### src/hw/obp_pkg.sv
// obp_pkg: constants, field layouts and state types of the option byte
// programmer. assumes a 32-bit axi4-lite register bus at 20 mhz.
package obp_pkg;

  // ------------------------------------------------------------------
  // register map (byte addresses)
  // ------------------------------------------------------------------
  localparam logic [7:0] OBP_OFS_KEY = 8'h00; // option_key_register
  localparam logic [7:0] OBP_OFS_CTRL = 8'h04; // option_control_register
  localparam logic [7:0] OBP_OFS_STAT = 8'h08; // flash_status_register
  localparam logic [7:0] OBP_OFS_MASK = 8'h0c; // interrupt mask
  localparam logic [7:0] OBP_OFS_USER = 8'h10; // user_option_word
  localparam logic [7:0] OBP_OFS_WPW = 8'h14; // write_protect_option_word
  localparam logic [7:0] OBP_OFS_CFG = 8'h18; // direct sector window
  // sector address of the write protection word, for software reference
  localparam logic [31:0] OBP_WPW_SECTOR_ADDR = 32'h1fffc008;

  // ------------------------------------------------------------------
  // keys and bit positions
  // ------------------------------------------------------------------
  localparam logic [31:0] OBP_FIRST_KEY = 32'h08192a3b;
  localparam logic [31:0] OBP_SECOND_KEY = 32'h4c5d6e7f;
  localparam int OBP_CTRL_LOCK = 0;
  localparam int OBP_CTRL_START = 1;
  localparam int OBP_STAT_BUSY = 0;
  localparam int OBP_STAT_DONE = 1;
  localparam int OBP_STAT_WPERR = 2;
  localparam logic [15:0] OBP_ERASED = 16'hffff;
  localparam logic [7:0] OBP_RDP_L0 = 8'haa;
  localparam logic [7:0] OBP_RDP_L2 = 8'hcc;
  localparam logic [1:0] OBP_BOR_OFF = 2'b11;

  // ------------------------------------------------------------------
  // reset values and operation lengths
  // ------------------------------------------------------------------
  localparam logic [7:0] OBP_RST_RDP = 8'haa;
  localparam logic [11:0] OBP_RST_WP = 12'hfff;
  localparam int OBP_ERASE_CYC = 16;
  localparam int OBP_PROG_CYC = 8;
  localparam logic [1:0] OBP_RESP_OKAY = 2'b00;
  localparam logic [1:0] OBP_RESP_SLVERR = 2'b10;

  // option fields as held in the control register
  typedef struct packed {
    logic [11:0] wp;   // sector_write_unprotect
    logic [7:0] read_protection_byte;   // read_protection_byte
    logic stdby;       // standby_reset_disable
    logic stop;        // stop_reset_disable
    logic wdg;         // watchdog_soft_select
    logic [1:0] bor;   // brownout_level
  } obp_opt_t;

  // decoded option settings driven to the rest of the chip
  typedef struct packed {
    logic [11:0] sector_write_unprotect;
    logic [1:0] rdp_level;
    logic [1:0] brownout_level;
    logic brownout_enable;
    logic watchdog_hw_start;
  } obp_cfg_t;

  typedef enum logic [2:0] {
    OBP_IDLE = 3'b001,
    OBP_ERASE = 3'b010,
    OBP_PROG = 3'b100
  } obp_phase_t;

  typedef struct packed {
    logic aw_have;
    logic [7:0] awaddr;
    logic w_have;
    logic [31:0] wdata;
    logic [3:0] wstrb;
    logic bvalid;
    logic [1:0] bresp;
    logic rvalid;
    logic [31:0] rdata;
    logic [1:0] rresp;
    logic lock;
    logic key_stage;
    obp_opt_t opt;
    obp_phase_t phase;
    logic [4:0] count;
    logic [15:0] user_word;
    logic [15:0] wp_word;
    logic done;
    logic wperr;
    logic [2:0] mask;
    logic lp_reset;
  } obp_state_t;

endpackage

### src/hw/obp_top.sv
// obp_top: option byte programmer with axi4-lite slave, key unlock,
// erase-then-program update and the decoded option outputs.
// assumes one clock, axi signals synchronous to it, and low-power entry
// strobes as one-cycle pulses from the power controller.
//
// Our own choice: the AXI4-Lite interface to the registers.
`timescale 1ns/1ns
`default_nettype none

module obp_top
  import obp_pkg::*;
#(
  parameter int ERASE_CYC = OBP_ERASE_CYC, // erase phase length
  parameter int PROG_CYC = OBP_PROG_CYC    // program phase length
)
(
  input wire logic clk_i,                   // 20 mhz clock
  input wire logic rst_b_i,                 // async reset, active low
  input wire logic s_axi_awvalid_i,         // write address valid
  output logic s_axi_awready_o,             // write address ready
  input wire logic [7:0] s_axi_awaddr_i,    // write byte address
  input wire logic s_axi_wvalid_i,          // write data valid
  output logic s_axi_wready_o,              // write data ready
  input wire logic [31:0] s_axi_wdata_i,    // write data
  input wire logic [3:0] s_axi_wstrb_i,     // byte strobes
  output logic s_axi_bvalid_o,              // write response valid
  input wire logic s_axi_bready_i,          // write response ready
  output logic [1:0] s_axi_bresp_o,         // write response
  input wire logic s_axi_arvalid_i,         // read address valid
  output logic s_axi_arready_o,             // read address ready
  input wire logic [7:0] s_axi_araddr_i,    // read byte address
  output logic s_axi_rvalid_o,              // read data valid
  input wire logic s_axi_rready_i,          // read data ready
  output logic [31:0] s_axi_rdata_o,        // read data
  output logic [1:0] s_axi_rresp_o,         // read response
  input wire logic standby_entry_i,         // pulse: entering standby
  input wire logic stop_entry_i,            // pulse: entering stop
  output logic lowpower_reset_o,            // pulse: reset on mode entry
  output obp_pkg::obp_cfg_t option_cfg_o,   // decoded stored options
  output logic operation_busy_o,            // update in progress
  output logic irq_o                        // level interrupt
);
  import obp_pkg::*;

  localparam logic [4:0] ERASE_LAST = 5'(ERASE_CYC - 1);
  localparam logic [4:0] PROG_LAST = 5'(PROG_CYC - 1);

  obp_state_t st_ff;
  obp_state_t nxt_st;

  // ------------------------------------------------------------------
  // helpers
  // ------------------------------------------------------------------

  // read protection level from the stored byte
  function automatic logic [1:0] rdp_level(input logic [7:0] b);
    if (b == OBP_RDP_L0)
      rdp_level = 2'd0;
    else if (b == OBP_RDP_L2)
      rdp_level = 2'd2;
    else
      rdp_level = 2'd1;
  endfunction

  // user word image, unused bits forced to one
  function automatic logic [15:0] user_image(input obp_opt_t o);
    user_image = {o.read_protection_byte, o.stdby, o.stop, o.wdg, 1'b1, o.bor, 2'b11};
  endfunction

  // protection word image, unused top nibble forced to one
  function automatic logic [15:0] wp_image(input obp_opt_t o);
    wp_image = {4'hf, o.wp};
  endfunction

  // control register view; start always reads back as zero
  function automatic logic [31:0] ctrl_view(input obp_state_t s);
    ctrl_view = {4'h0, s.opt.wp, s.opt.read_protection_byte, s.opt.stdby, s.opt.stop,
                 s.opt.wdg, 1'b0, s.opt.bor, 1'b0, s.lock};
  endfunction

  // ------------------------------------------------------------------
  // next state
  // ------------------------------------------------------------------

  // one write and one read at most in flight; a write is performed in
  // the cycle both halves are held, the response comes one cycle later
  always_comb
  begin
    logic do_write;
    logic full_word;
    logic start_req;
    logic [2:0] w1c;
    obp_opt_t wopt;
    nxt_st = st_ff;
    do_write = 1'b0;
    full_word = 1'b0;
    start_req = 1'b0;
    w1c = 3'b000;
    wopt = st_ff.opt;

    // capture write address and data in either order
    if (s_axi_awvalid_i && s_axi_awready_o)
    begin
      nxt_st.aw_have = 1'b1;
      nxt_st.awaddr = s_axi_awaddr_i;
    end
    if (s_axi_wvalid_i && s_axi_wready_o)
    begin
      nxt_st.w_have = 1'b1;
      nxt_st.wdata = s_axi_wdata_i;
      nxt_st.wstrb = s_axi_wstrb_i;
    end
    if (s_axi_bvalid_o && s_axi_bready_i)
      nxt_st.bvalid = 1'b0;

    do_write = st_ff.aw_have && st_ff.w_have && !st_ff.bvalid;
    // partial-word writes are answered; only a sector window write still sets wperr
    full_word = (st_ff.wstrb == 4'hf);
    if (do_write)
    begin
      nxt_st.aw_have = 1'b0;
      nxt_st.w_have = 1'b0;
      nxt_st.bvalid = 1'b1;
      nxt_st.bresp = OBP_RESP_OKAY;
      unique case (st_ff.awaddr[7:2])
        OBP_OFS_KEY[7:2]:
          if (full_word && st_ff.lock)
          begin
            if (!st_ff.key_stage && st_ff.wdata == OBP_FIRST_KEY)
              nxt_st.key_stage = 1'b1;
            else if (st_ff.key_stage && st_ff.wdata == OBP_SECOND_KEY)
            begin
              nxt_st.key_stage = 1'b0;
              nxt_st.lock = 1'b0;
            end
            else
              nxt_st.key_stage = 1'b0;
          end
        OBP_OFS_CTRL[7:2]:
          if (full_word)
          begin
            // setting the lock always works, even mid-update
            if (st_ff.wdata[OBP_CTRL_LOCK])
            begin
              nxt_st.lock = 1'b1;
              nxt_st.key_stage = 1'b0;
            end
            else if (!st_ff.lock && st_ff.phase == OBP_IDLE)
            begin
              wopt.wp = st_ff.wdata[27:16];
              wopt.read_protection_byte = st_ff.wdata[15:8];
              wopt.stdby = st_ff.wdata[7];
              wopt.stop = st_ff.wdata[6];
              wopt.wdg = st_ff.wdata[5];
              wopt.bor = st_ff.wdata[3:2];
              nxt_st.opt = wopt;
              start_req = st_ff.wdata[OBP_CTRL_START];
            end
          end
        OBP_OFS_STAT[7:2]:
          if (full_word)
            w1c = st_ff.wdata[2:0];
        OBP_OFS_MASK[7:2]:
          if (full_word)
            nxt_st.mask = st_ff.wdata[2:0];
        OBP_OFS_USER[7:2], OBP_OFS_WPW[7:2]:
          nxt_st.bresp = OBP_RESP_OKAY; // read-only, write ignored
        OBP_OFS_CFG[7:2]:
          nxt_st.bresp = OBP_RESP_OKAY; // flagged below, never stored
        default:
          nxt_st.bresp = OBP_RESP_SLVERR;
      endcase
    end

    // status flags: a hardware set wins over a same-cycle clear
    if (w1c[OBP_STAT_DONE])
      nxt_st.done = 1'b0;
    if (w1c[OBP_STAT_WPERR])
      nxt_st.wperr = 1'b0;
    if (do_write && st_ff.awaddr[7:2] == OBP_OFS_CFG[7:2])
      nxt_st.wperr = 1'b1;

    // erase then program sequence
    nxt_st.count = st_ff.count + 5'd1;
    unique case (st_ff.phase)
      OBP_IDLE:
      begin
        nxt_st.count = 5'd0;
        if (start_req)
          nxt_st.phase = OBP_ERASE;
      end
      OBP_ERASE:
        if (st_ff.count == ERASE_LAST)
        begin
          nxt_st.user_word = OBP_ERASED;
          nxt_st.wp_word = OBP_ERASED;
          nxt_st.count = 5'd0;
          nxt_st.phase = OBP_PROG;
        end
      OBP_PROG:
        if (st_ff.count == PROG_LAST)
        begin
          // every byte from the control register, bor included
          nxt_st.user_word = user_image(st_ff.opt);
          nxt_st.wp_word = wp_image(st_ff.opt);
          nxt_st.count = 5'd0;
          nxt_st.phase = OBP_IDLE;
          nxt_st.done = 1'b1;
        end
    endcase

    // read channel: data registered, one cycle after the address
    if (s_axi_rvalid_o && s_axi_rready_i)
      nxt_st.rvalid = 1'b0;
    if (s_axi_arvalid_i && s_axi_arready_o)
    begin
      nxt_st.rvalid = 1'b1;
      nxt_st.rresp = OBP_RESP_OKAY;
      unique case (s_axi_araddr_i[7:2])
        OBP_OFS_KEY[7:2]:
          nxt_st.rdata = 32'h0; // key register is write-only
        OBP_OFS_CTRL[7:2]:
          nxt_st.rdata = ctrl_view(st_ff);
        OBP_OFS_STAT[7:2]:
          nxt_st.rdata = {29'h0, st_ff.wperr, st_ff.done,
                          st_ff.phase != OBP_IDLE};
        OBP_OFS_MASK[7:2]:
          nxt_st.rdata = {29'h0, st_ff.mask};
        OBP_OFS_USER[7:2]:
          nxt_st.rdata = {16'h0, st_ff.user_word};
        OBP_OFS_WPW[7:2]:
          nxt_st.rdata = {16'h0, st_ff.wp_word};
        OBP_OFS_CFG[7:2]:
          nxt_st.rdata = {16'h0, st_ff.user_word};
        default:
        begin
          nxt_st.rdata = 32'h0;
          nxt_st.rresp = OBP_RESP_SLVERR;
        end
      endcase
    end

    // low-power reset from the stored bits, not the pending ones
    nxt_st.lp_reset =
      (standby_entry_i && !st_ff.user_word[7]) ||
      (stop_entry_i && !st_ff.user_word[6]);
  end

  // ------------------------------------------------------------------
  // state register
  // ------------------------------------------------------------------

  // the store model is volatile flops; reset loads an unprotected image
  always_ff @(posedge clk_i or negedge rst_b_i)
  begin
    if (!rst_b_i)
    begin
      st_ff <= '0;
      st_ff.lock <= 1'b1;
      st_ff.opt <= '{wp: OBP_RST_WP, read_protection_byte: OBP_RST_RDP, stdby: 1'b1,
                     stop: 1'b1, wdg: 1'b1, bor: OBP_BOR_OFF};
      st_ff.phase <= OBP_IDLE;
      st_ff.user_word <= {OBP_RST_RDP, 8'hff};
      st_ff.wp_word <= OBP_ERASED;
    end
    else
      st_ff <= nxt_st;
  end

  // ------------------------------------------------------------------
  // outputs
  // ------------------------------------------------------------------

  // handshakes: one item per channel until the response is taken
  assign s_axi_awready_o = !st_ff.aw_have && !st_ff.bvalid;
  assign s_axi_wready_o = !st_ff.w_have && !st_ff.bvalid;
  assign s_axi_bvalid_o = st_ff.bvalid;
  assign s_axi_bresp_o = st_ff.bresp;
  assign s_axi_arready_o = !st_ff.rvalid;
  assign s_axi_rvalid_o = st_ff.rvalid;
  assign s_axi_rdata_o = st_ff.rdata;
  assign s_axi_rresp_o = st_ff.rresp;
  assign lowpower_reset_o = st_ff.lp_reset;
  assign operation_busy_o = (st_ff.phase != OBP_IDLE);
  assign irq_o = |({st_ff.wperr, st_ff.done, 1'b0} & st_ff.mask);

  // decoded options straight from the stored words
  assign option_cfg_o.sector_write_unprotect = st_ff.wp_word[11:0];
  assign option_cfg_o.rdp_level = rdp_level(st_ff.user_word[15:8]);
  assign option_cfg_o.brownout_level = st_ff.user_word[3:2];
  assign option_cfg_o.brownout_enable =
    (st_ff.user_word[3:2] != OBP_BOR_OFF);
  assign option_cfg_o.watchdog_hw_start = !st_ff.user_word[5];

endmodule

`default_nettype wire

### config.mk
export PLATFORM = sky130hd
export DESIGN_NAME = obp_top
export DESIGN_NICKNAME = d
export VERILOG_FILES = /design/src/hw/obp_pkg.sv /design/src/hw/obp_top.sv
export SDC_FILE = /design/constraint.sdc
export NUM_CORES = 1
export LEC_CHECK = 0
export BUFFER_PORTS_ARGS = -buffer_cell sky130_fd_sc_hd__buf_2
export CELL_PAD_IN_SITES_DETAIL_PLACEMENT = 1
export CELL_PAD_IN_SITES_GLOBAL_PLACEMENT = 1
export CORE_MARGIN = 5
export CORE_UTILIZATION = 48
export DETAILED_ROUTE_END_ITERATION = 10
export PLACE_DENSITY = 0.86
export SLEW_MARGIN = 20
export SYNTH_ARGS = -nofsm -noshare
export SYNTH_HDL_FRONTEND = slang
export SYNTH_SLANG_ARGS = --single-unit
### constraint.sdc
create_clock -name clk_i -period 3.1 [get_ports clk_i]
set_input_delay 0.465 -clock clk_i [delete_from_list [all_inputs] [get_ports clk_i]]
set_output_delay 0.465 -clock clk_i [all_outputs]
set_load 0.01 [all_outputs]
* After elaboration in Yosys (flattened, before gate mapping) *
Index checks and enable logic that the tools add are counted.
Widths: inputs -> output; s select.

word-level totals
  flip-flop bits (word level) = 157
  output and inout bits = 62

operators by class
  bitwise gates (word level) = 2
  eq/ne operators = 32
  reduce and logical (&&, ||, !) cells = 45
  add/sub/neg operators = 1
  multiplexer cells = 39

operators by type and width
  kind                  count
  $pmux 28 s5           1
  $pmux 32 s2           1
  $mux 25               2
  $mux 41               1
  $mux 40               1
  $mux 37               1
  $eq 6x3->1 const B    6
  $mux 35               1
  $eq 32x28->1 const B  1
  $eq 32x31->1 const B  1
  $mux 27               1
  $eq 6x2->1 const B    4
  $pmux 8 s3            1
  $eq 8x8->1 const B    2
  $logic_and 1x1->1     16
  $mux 1                16
  $ne 2x2->1 const B    8
  $mux 3                5
  $reduce_bool 2->1     7
  $reduce_or 7->1       2
  $eq 6x1->1 const B    2
  $logic_not 6->1       2
  $mux 2                6
  $reduce_and 5->1      2
  other kinds (19)      29

* Logic depth before layout (Yosys ltp) *
Gate-level depths: netlist of the first run.

  word-level depth = 9
  depth in mapped cells = 8
  gate-level depth less buffers = 7

* Worst setup path before layout of the first run *
Ideal clock, no wire load.

  path type = register to register
  start = reg st_ff[43] in the netlist's numbering
  end = reg st_ff[55] in the netlist's numbering
  required time = 2975 ps
  data arrival time = 1796 ps
  stages on the path, launching flop included = 6
  slack = 1179 ps
  buffers on the path = 2
  clock period less this slack = 1921 ps
  path through = dfstp_2 -> clkbuf_1 -> nor3b_2 -> nand4_4 -> buf_6 -> mux2_4

between the ends
  longest elaborated chain between the ends = 3

RTL lines
  what                        line            text
  start: declaration          obp_top.sv:48   obp_state_t st_ff;
  start signal: assignment    obp_top.sv:267  st_ff <= nxt_st;
  $eq 3x1->1                  obp_top.sv:148  else if (!st_ff.lock && st_ff.phase == OBP_IDLE)
  $logic_and 1x1->1           obp_top.sv:148
  $reduce_and 5->1 (no line)  n/a

Every way passes these cells.
A chain may end at the register's enable or synchronous reset.

* Final worst setup path of the first run *
  start = reg st_ff[43] in the netlist's numbering
  end = reg st_ff[57] in the netlist's numbering

Same word-level chain as after synthesis.

==> reports/qor.yml, run 1 <==
floorplan:
  die_w_um: 126
  core-area_sq_mm: 0.0132
  top_level_ports: 123
  start_util: 0.490
  rows: 42
  die_area_sq_mm: 0.0159
  die_h_um: 126
timing:
  slew_viol_final: 0
  clock_skew_ps: 9.40
  tns_ps: 0
  tightest_slew_ps: 939
  hold_viol: 0
  maxSlewHeadroom: 0.372
  final-setup-viol-count: 0
  period_needed_ps: 2350
  max_freq_mhz: 425
  rsz0062_at_grt: "no"
  period_share: 0.759
synthesis:
  synth.area.top_cells: "dfrtp_1 (38%), dfstp_2 (18%), mux2_2 (8.9%)"
  ys_ff_latch: 143
  ys_seq_area_frac: 0.560
  async_reset_ff_frac: 1.00
  synth_warnings: 0
  yosysTopAreaCell: "dfrtp_1"
  syn_inst: 525
  yosysMostFrequentCell: "dfrtp_1"
  synth.cell_area_sq_mm: 0.00649
  synth_top_cell_area_share: 0.378
  synth_cell_types: 52
  synth_edf_count: 0
  synth_area_per_cell_sq_um: 12.4
  synth.top_cells.by_count: "dfrtp_1 (98), mux2_2 (51), buf_4 (50)"
  synth_ff_type: "dfrtp_1"
power:
  seqPwrFrac: 0.475
  leakage_nw: 3.48
  p_per_area_mw_per_mm2: 825
  p_clk_frac: 0.328
  netSwitchingFraction: 0.295
  irDropWorstVdd_mv: 0.476
  switchingPower_w: 0.00182
  pwr-share-comb: 0.198
  p_int_w: 0.00433
global_routing:
  grt_max_degree: 77
  grt_use_total: 0.217
  grt-ovfl-total: 0
  grt_pass1_wl_um: 27300
  antenna_found_initial: 0
  grt_pass1_vias: 4982
cts:
  clk_latency_ps: 420
  cts_sinks: 143
  cts_resized: 0
  cts_tree: "yes"
  post-cts-setup-buffers: 0
  clockBufferDepth: 2
  clk_pin_slew_ps: 60
  htreeDepth: 4
  root_buffer: "clkbuf_16"
  ctsHoldBuffers: 0
  cts-buffers-inserted: 17
route:
  drcViolationCount: 0
  drt.antenna.violating_nets: 0
  vias_per_cell: 5.70
  num_vias: 4465
  totalWireLength_um: 16900
  wl_per_cell_um: 21.6
  drt_iter0_markers: 339
  first_pass_iters: 9
setup_path:
  worstPathArrival_ps: 2660
  crit_fanout: 25
  cp_slowest_cell: "dfstp_2"
  cp-end-kind: "flop"
  cp-start-kind: "flop"
  path_cells: "nor3b_2, nand4_4, mux2_4"
  crit_type: "flop to flop"
  crit_path_max_incr_delay_ps: 630
  cp.required_ps: 3400
finish:
  fillers: 1420
  antenna_cells: 0
  layout-drive-gt1-share: 0.456
  instances_no_fill: 783
  syn_to_final_growth_pct: 15.0
  fin_nets: 658
status:
  status: "complete, no violations"
worst_hold_path:
  hold_class: "primary input to async pin"
flow_run:
  maxCapViolCount: 0
place:
  gp_congestion: 0.851
  port_buffers: 112
  dp_cells: 751
  dp_hpwl_um: 12100
[worst max-delay path, delay by kind of cell, from the launching register on]
family	cells	cell delay [ps]
simple gates	2	1090
mux	1	500
flops	1	630
[worst paths after layout]
kind                                   start                end  slack, ps  depth (start not counted)
hold / removal                       rst_b_i   s_axi_rdata_o[9]         40                          1
setup reg to reg                   st_ff[43]          st_ff[57]        750                          3
setup / recovery                   st_ff[43]          st_ff[57]        750                          3
hold reg to reg            s_axi_rdata_o[21]  s_axi_rdata_o[21]        460                          2
max in group asynchronous            rst_b_i          st_ff[35]       2050                          2
min in group clk_i            s_axi_bready_i     s_axi_bvalid_o        220                          2
[per-stage QoR]
step	area [sq um]	setup slack, ps	power [W]	util	hold WS (ps)
global route	7460	582	0.00645	0.563	124
CTS	7460	756	0.00619	0.563	88.8
global placement	6860	860	0.00399	0.518	445
finish	7460	746	0.00615	0.563	38.1
detailed placement	6860	766	0.00414	0.518	459
floorplan	6500	1180	0.00370	-	169
[flip-flops by register name, summed over array words and instances, names as in the netlist]
| signal | count |
|---|---|
| option_cfg_o | 14 |
| s_axi_rvalid_o | 1 |
| s_axi_bresp_o | 1 |
| s_axi_rresp_o | 1 |
| s_axi_bvalid_o | 1 |
| lowpower_reset_o | 1 |
| st_ff | 96 |
| s_axi_rdata_o | 28 |
[cell usage in the layout (no fill, tap or decap), types with 8 or more instances in the layout]
cell       count
buf_2        111
dfrtp_1       98
mux2_2        51
nand2_1       48
dfstp_2       45
o22a_1        25
nand3_1       23
mux2_4        20
o21ai_0       19
clkbuf_16     18
nor2_1        14
inv_1         12
a222oi_1      12
a21oi_1        8
buf_4          8
[area by class of cell]
type	count	area, sq um	area share
timing repair buffer	120	627	0.0841
clock buffer	27	544	0.0730
multi-input combinational	300	2340	0.313
inverter	12	45.0	0.00604
tap	176	220	0.0295
clock inverter	5	50.0	0.00671
sequential	143	3630	0.487
[power by group through the flow]
stage,logic [W],clock network (W),registers (W)
2_1_floorplan,0.000969,0,0.00273
3_3_place_gp,0.00112,0,0.00287
3_5_place_dp,0.00122,0,0.00293
4_1_cts,0.00124,0.00204,0.00292
5_1_grt,0.00134,0.00213,0.00298
6_report,0.00121,0.00201,0.00292
[logic make-up (layout without fill, tap and decap cells)]
| family | Yosys count | in the layout | synth area share |
|---|---|---|---|
| compound gates | 82 | 82 | 0.0943 |
| xor+xnor | 2 | 2 | 0.00270 |
| fa+ha+maj | 3 | 3 | 0.00579 |
| simple gates | 133 | 133 | 0.114 |
| mux | 74 | 74 | 0.139 |
| flops | 143 | 143 | 0.560 |
| other cells | 1 | 6 | 0.000578 |
| buf+inv | 87 | 164 | 0.0829 |
[routing by layer]
metal | global-route usage | part of all wire
met1 | 0.272 | 0.41
met2 | 0.361 | 0.50
met3 | 0.0601 | 0.063
met4 | 0.0757 | 0.021
met5 | 0 | 0
Power figures use the tool's default switching activity.
==> run 2, diff against run 1 <==
--- a/config.mk
+++ b/config.mk
@@ -9,9 +9,9 @@
 export CELL_PAD_IN_SITES_DETAIL_PLACEMENT = 1
 export CELL_PAD_IN_SITES_GLOBAL_PLACEMENT = 1
 export CORE_MARGIN = 5
-export CORE_UTILIZATION = 48
+export CORE_UTILIZATION = 40
 export DETAILED_ROUTE_END_ITERATION = 10
-export PLACE_DENSITY = 0.86
+export PLACE_DENSITY = 0.77
 export SLEW_MARGIN = 20
 export SYNTH_ARGS = -nofsm -noshare
 export SYNTH_HDL_FRONTEND = slang
==> constraint.sdc (replaced) <==
create_clock -name clk_i -period 1.9 [get_ports clk_i]
set_input_delay 0.285 -clock clk_i [delete_from_list [all_inputs] [get_ports clk_i]]
set_output_delay 0.285 -clock clk_i [all_outputs]
set_load 0.01 [all_outputs]
==> run 2 against run 1 <==
  * Die area increased by 18%
  * Final area increased by 5.6%
  * Critical path type is now flop to output pin
  * Clock skew decreased by 2.1 ps
  * Via count increased by 0.29%
  * Sequential share of layout area decreased by 2.6 points
  * Combinational power increased by 76%
  * Core utilization decreased by 6.7 points
  * Sequential cell count unchanged
==> reports/qor.yml, run 2 (synthesis gave the netlist of run 1 again) <==
timing:
  hold_viol: 0  # unchanged
  period_needed_ps: 1870
  final-setup-viol-count: 0  # unchanged
  period_share: 0.984
  max_freq_mhz: 535
  slew_viol_final: 0  # unchanged
  rsz0062_at_grt: "yes"
  clock_skew_ps: 7.31  # -2.09 ps
  maxSlewHeadroom: 0.574  # +0.201
  tightest_slew_ps: 639  # -300 ps
place:
  port_buffers: 112  # unchanged
  gp_congestion: 0.808  # -5.1%
  place_area_sq_mm: 0.00718  # +4.6%
  dp_hpwl_um: 12500  # +3.2%
power:
  p_per_area_mw_per_mm2: 1290  # +56%
  finalPower_w: 0.0101  # +65%
  seqPwrFrac: 0.466  # -0.009
  switchingPower_w: 0.00293  # +61%
  leakage_nw: 3.67  # +5.5%
  irDropWorstVdd_mv: 0.653  # +37%
  p_int_w: 0.00719  # +66%
  p_clk_frac: 0.323  # -0.005
  netSwitchingFraction: 0.289  # -0.00592
  pwr-share-comb: 0.211  # +0.013
global_routing:
  grt-ovfl-total: 0  # unchanged
  grt_pass1_wl_um: 26400  # -3.3%
  grt_pass1_vias: 4813  # -3.4%
  grt_use_total: 0.184  # -0.0326
  grt_max_degree: 66  # -14%
  antenna_found_initial: 2  # +2
status:
  status: "complete, no violations"
route:
  dr_wl_met2_um: 8200  # -3.4%
  drt.antenna.violating_nets: 0  # unchanged
  drcViolationCount: 0  # unchanged
  drt_iter0_markers: 245  # -28%
  first_pass_iters: 8  # -1
  top_layer: "met5"
  wl_met3_um: 1000  # -6.0%
  vias_per_cell: 5.23  # -8.4%
  num_vias: 4478  # +0.29%
  wl_per_cell_um: 19.5  # -9.4%
  wl_met1_um: 7140  # +2.5%
  totalWireLength_um: 16700  # -0.83%
setup_path:
  worstPathArrival_ps: 1580  # -1080 ps
  cp-start-kind: "flop"
  crit_type: "flop to output pin"
  cp.required_ps: 1620  # -1780 ps
  ff2ff_path_depth: 5  # +2
  crit_fanout: 4  # -84%
  cp-end-kind: "output pin"
finish:
  top_register: "st_ff"
  design_area_sq_mm: 0.00787  # +5.6%
  final_cell_mix: "buf_2 (111), dfrtp_1 (98), mux2_2 (51), nand2_1 (48), dfstp_2 (45)"
  multi_input_area_sq_mm: 0.00236  # +1.2%
  fin_util: 0.496  # -0.0674
  final_common_cell: "buf_2"
  syn_to_final_growth_pct: 21.4
  layout-drive-gt1-share: 0.485  # +0.0288
  largest_reg_flops: 96  # unchanged
  antenna_cells: 0  # unchanged
  seqCellArea_sq_mm: 0.00363  # unchanged
  fillers: 1708  # +20%
  fin_nets: 692  # +5.2%
floorplan:
  die_w_um: 137  # +8.8%
  core-area_sq_mm: 0.0159  # +20%
  die_area_sq_mm: 0.0189  # +18%
  die_h_um: 137  # +8.8%
  top_level_ports: 123  # unchanged
  start_util: 0.408  # -0.0815
  rows: 46  # +9.5%
cts:
  cts_tree: "yes"
  cts_sinks: 143  # unchanged
  cts-buffers-inserted: 17  # unchanged
  clockBufferDepth: 2  # unchanged
  clk_pin_slew_ps: 50  # about the same
  root_buffer: "clkbuf_16"
  clk_latency_ps: 420  # about the same
  htreeDepth: 4  # unchanged
worst_hold_path:
  hold_depth: 2
  hold_class: "primary input to flop"
flow_run:
  maxCapViolCount: 0  # unchanged
## run 2: metal layers
metal / vias up / track usage
li1: 2046 / -
met1: 2274 / 0.233
met2: 122 / 0.299
met3: 32 / 0.0515
met4: 4 / 0.0748
met5: - / 0
## run 2: area by class of cell
cell class	count	share of cell area
Tap cell	216	0.0343
Sequential cell	143	0.462
Timing Repair Buffer	154	0.122
Inverter	12	0.00572
Clock inverter	2	0.00159
Clock buffer	30	0.0745
Multi-Input combinational cell	300	0.300
## run 2: path summary, 6_finish.rpt
kind / startpoint / end / slack [ps]
worst max-delay path: st_ff[31] / option_cfg_o[4] / 30
worst min-delay path: s_axi_bready_i / s_axi_bvalid_o / 50
worst max register to register: st_ff[153] / st_ff[55] / 90
worst min register to register: s_axi_rdata_o[21] / s_axi_rdata_o[21] / 460
max in group asynchronous: rst_b_i / st_ff[68] / 790
min in group asynchronous: rst_b_i / st_ff[114] / 420
## run 2: power groups by stage
stage / Clock, W / Combinational (W) / Sequential (W)
2_1_floorplan: 0 / 0.00158 / 0.00445
3_3_place_gp: 0 / 0.00199 / 0.00469
3_5_place_dp: 0 / 0.00212 / 0.00476
4_1_cts: 0.00333 / 0.00216 / 0.00473
5_1_grt: 0.00347 / 0.00233 / 0.00482
6_report: 0.00327 / 0.00213 / 0.00472
## run 2: worst max-delay path, stage by stage, from the launching register on
cell and delay [ps]:
dfstp_2 560, nor4bb_2 320, o2111ai_1 130, buf_2 160
## run 2: through the flow
| step | setup slack, ps | cells | setup TNS, ps | hold WS, ps |
|---|---|---|---|---|
| floorplan | 39.0 | 530 | 0 | -10.6 |
| global placement | -68.8 | 816 | -614 | 311 |
| detailed placement | -238 | 816 | -3480 | 332 |
| CTS | -26.8 | 854 | -51.4 | 33.6 |
| global route | -48.5 | 857 | -48.5 | 39.5 |
| finish | 30.4 | 857 | 0 | 46.8 |
## run 2: what timing repair did
action                     CTS  global route
resized for setup            2             2
pin swaps                    1             0
setup endpoints to repair   29            11
setup buffers                5             3
hold buffers                 1             0
hold endpoints to repair    42             0
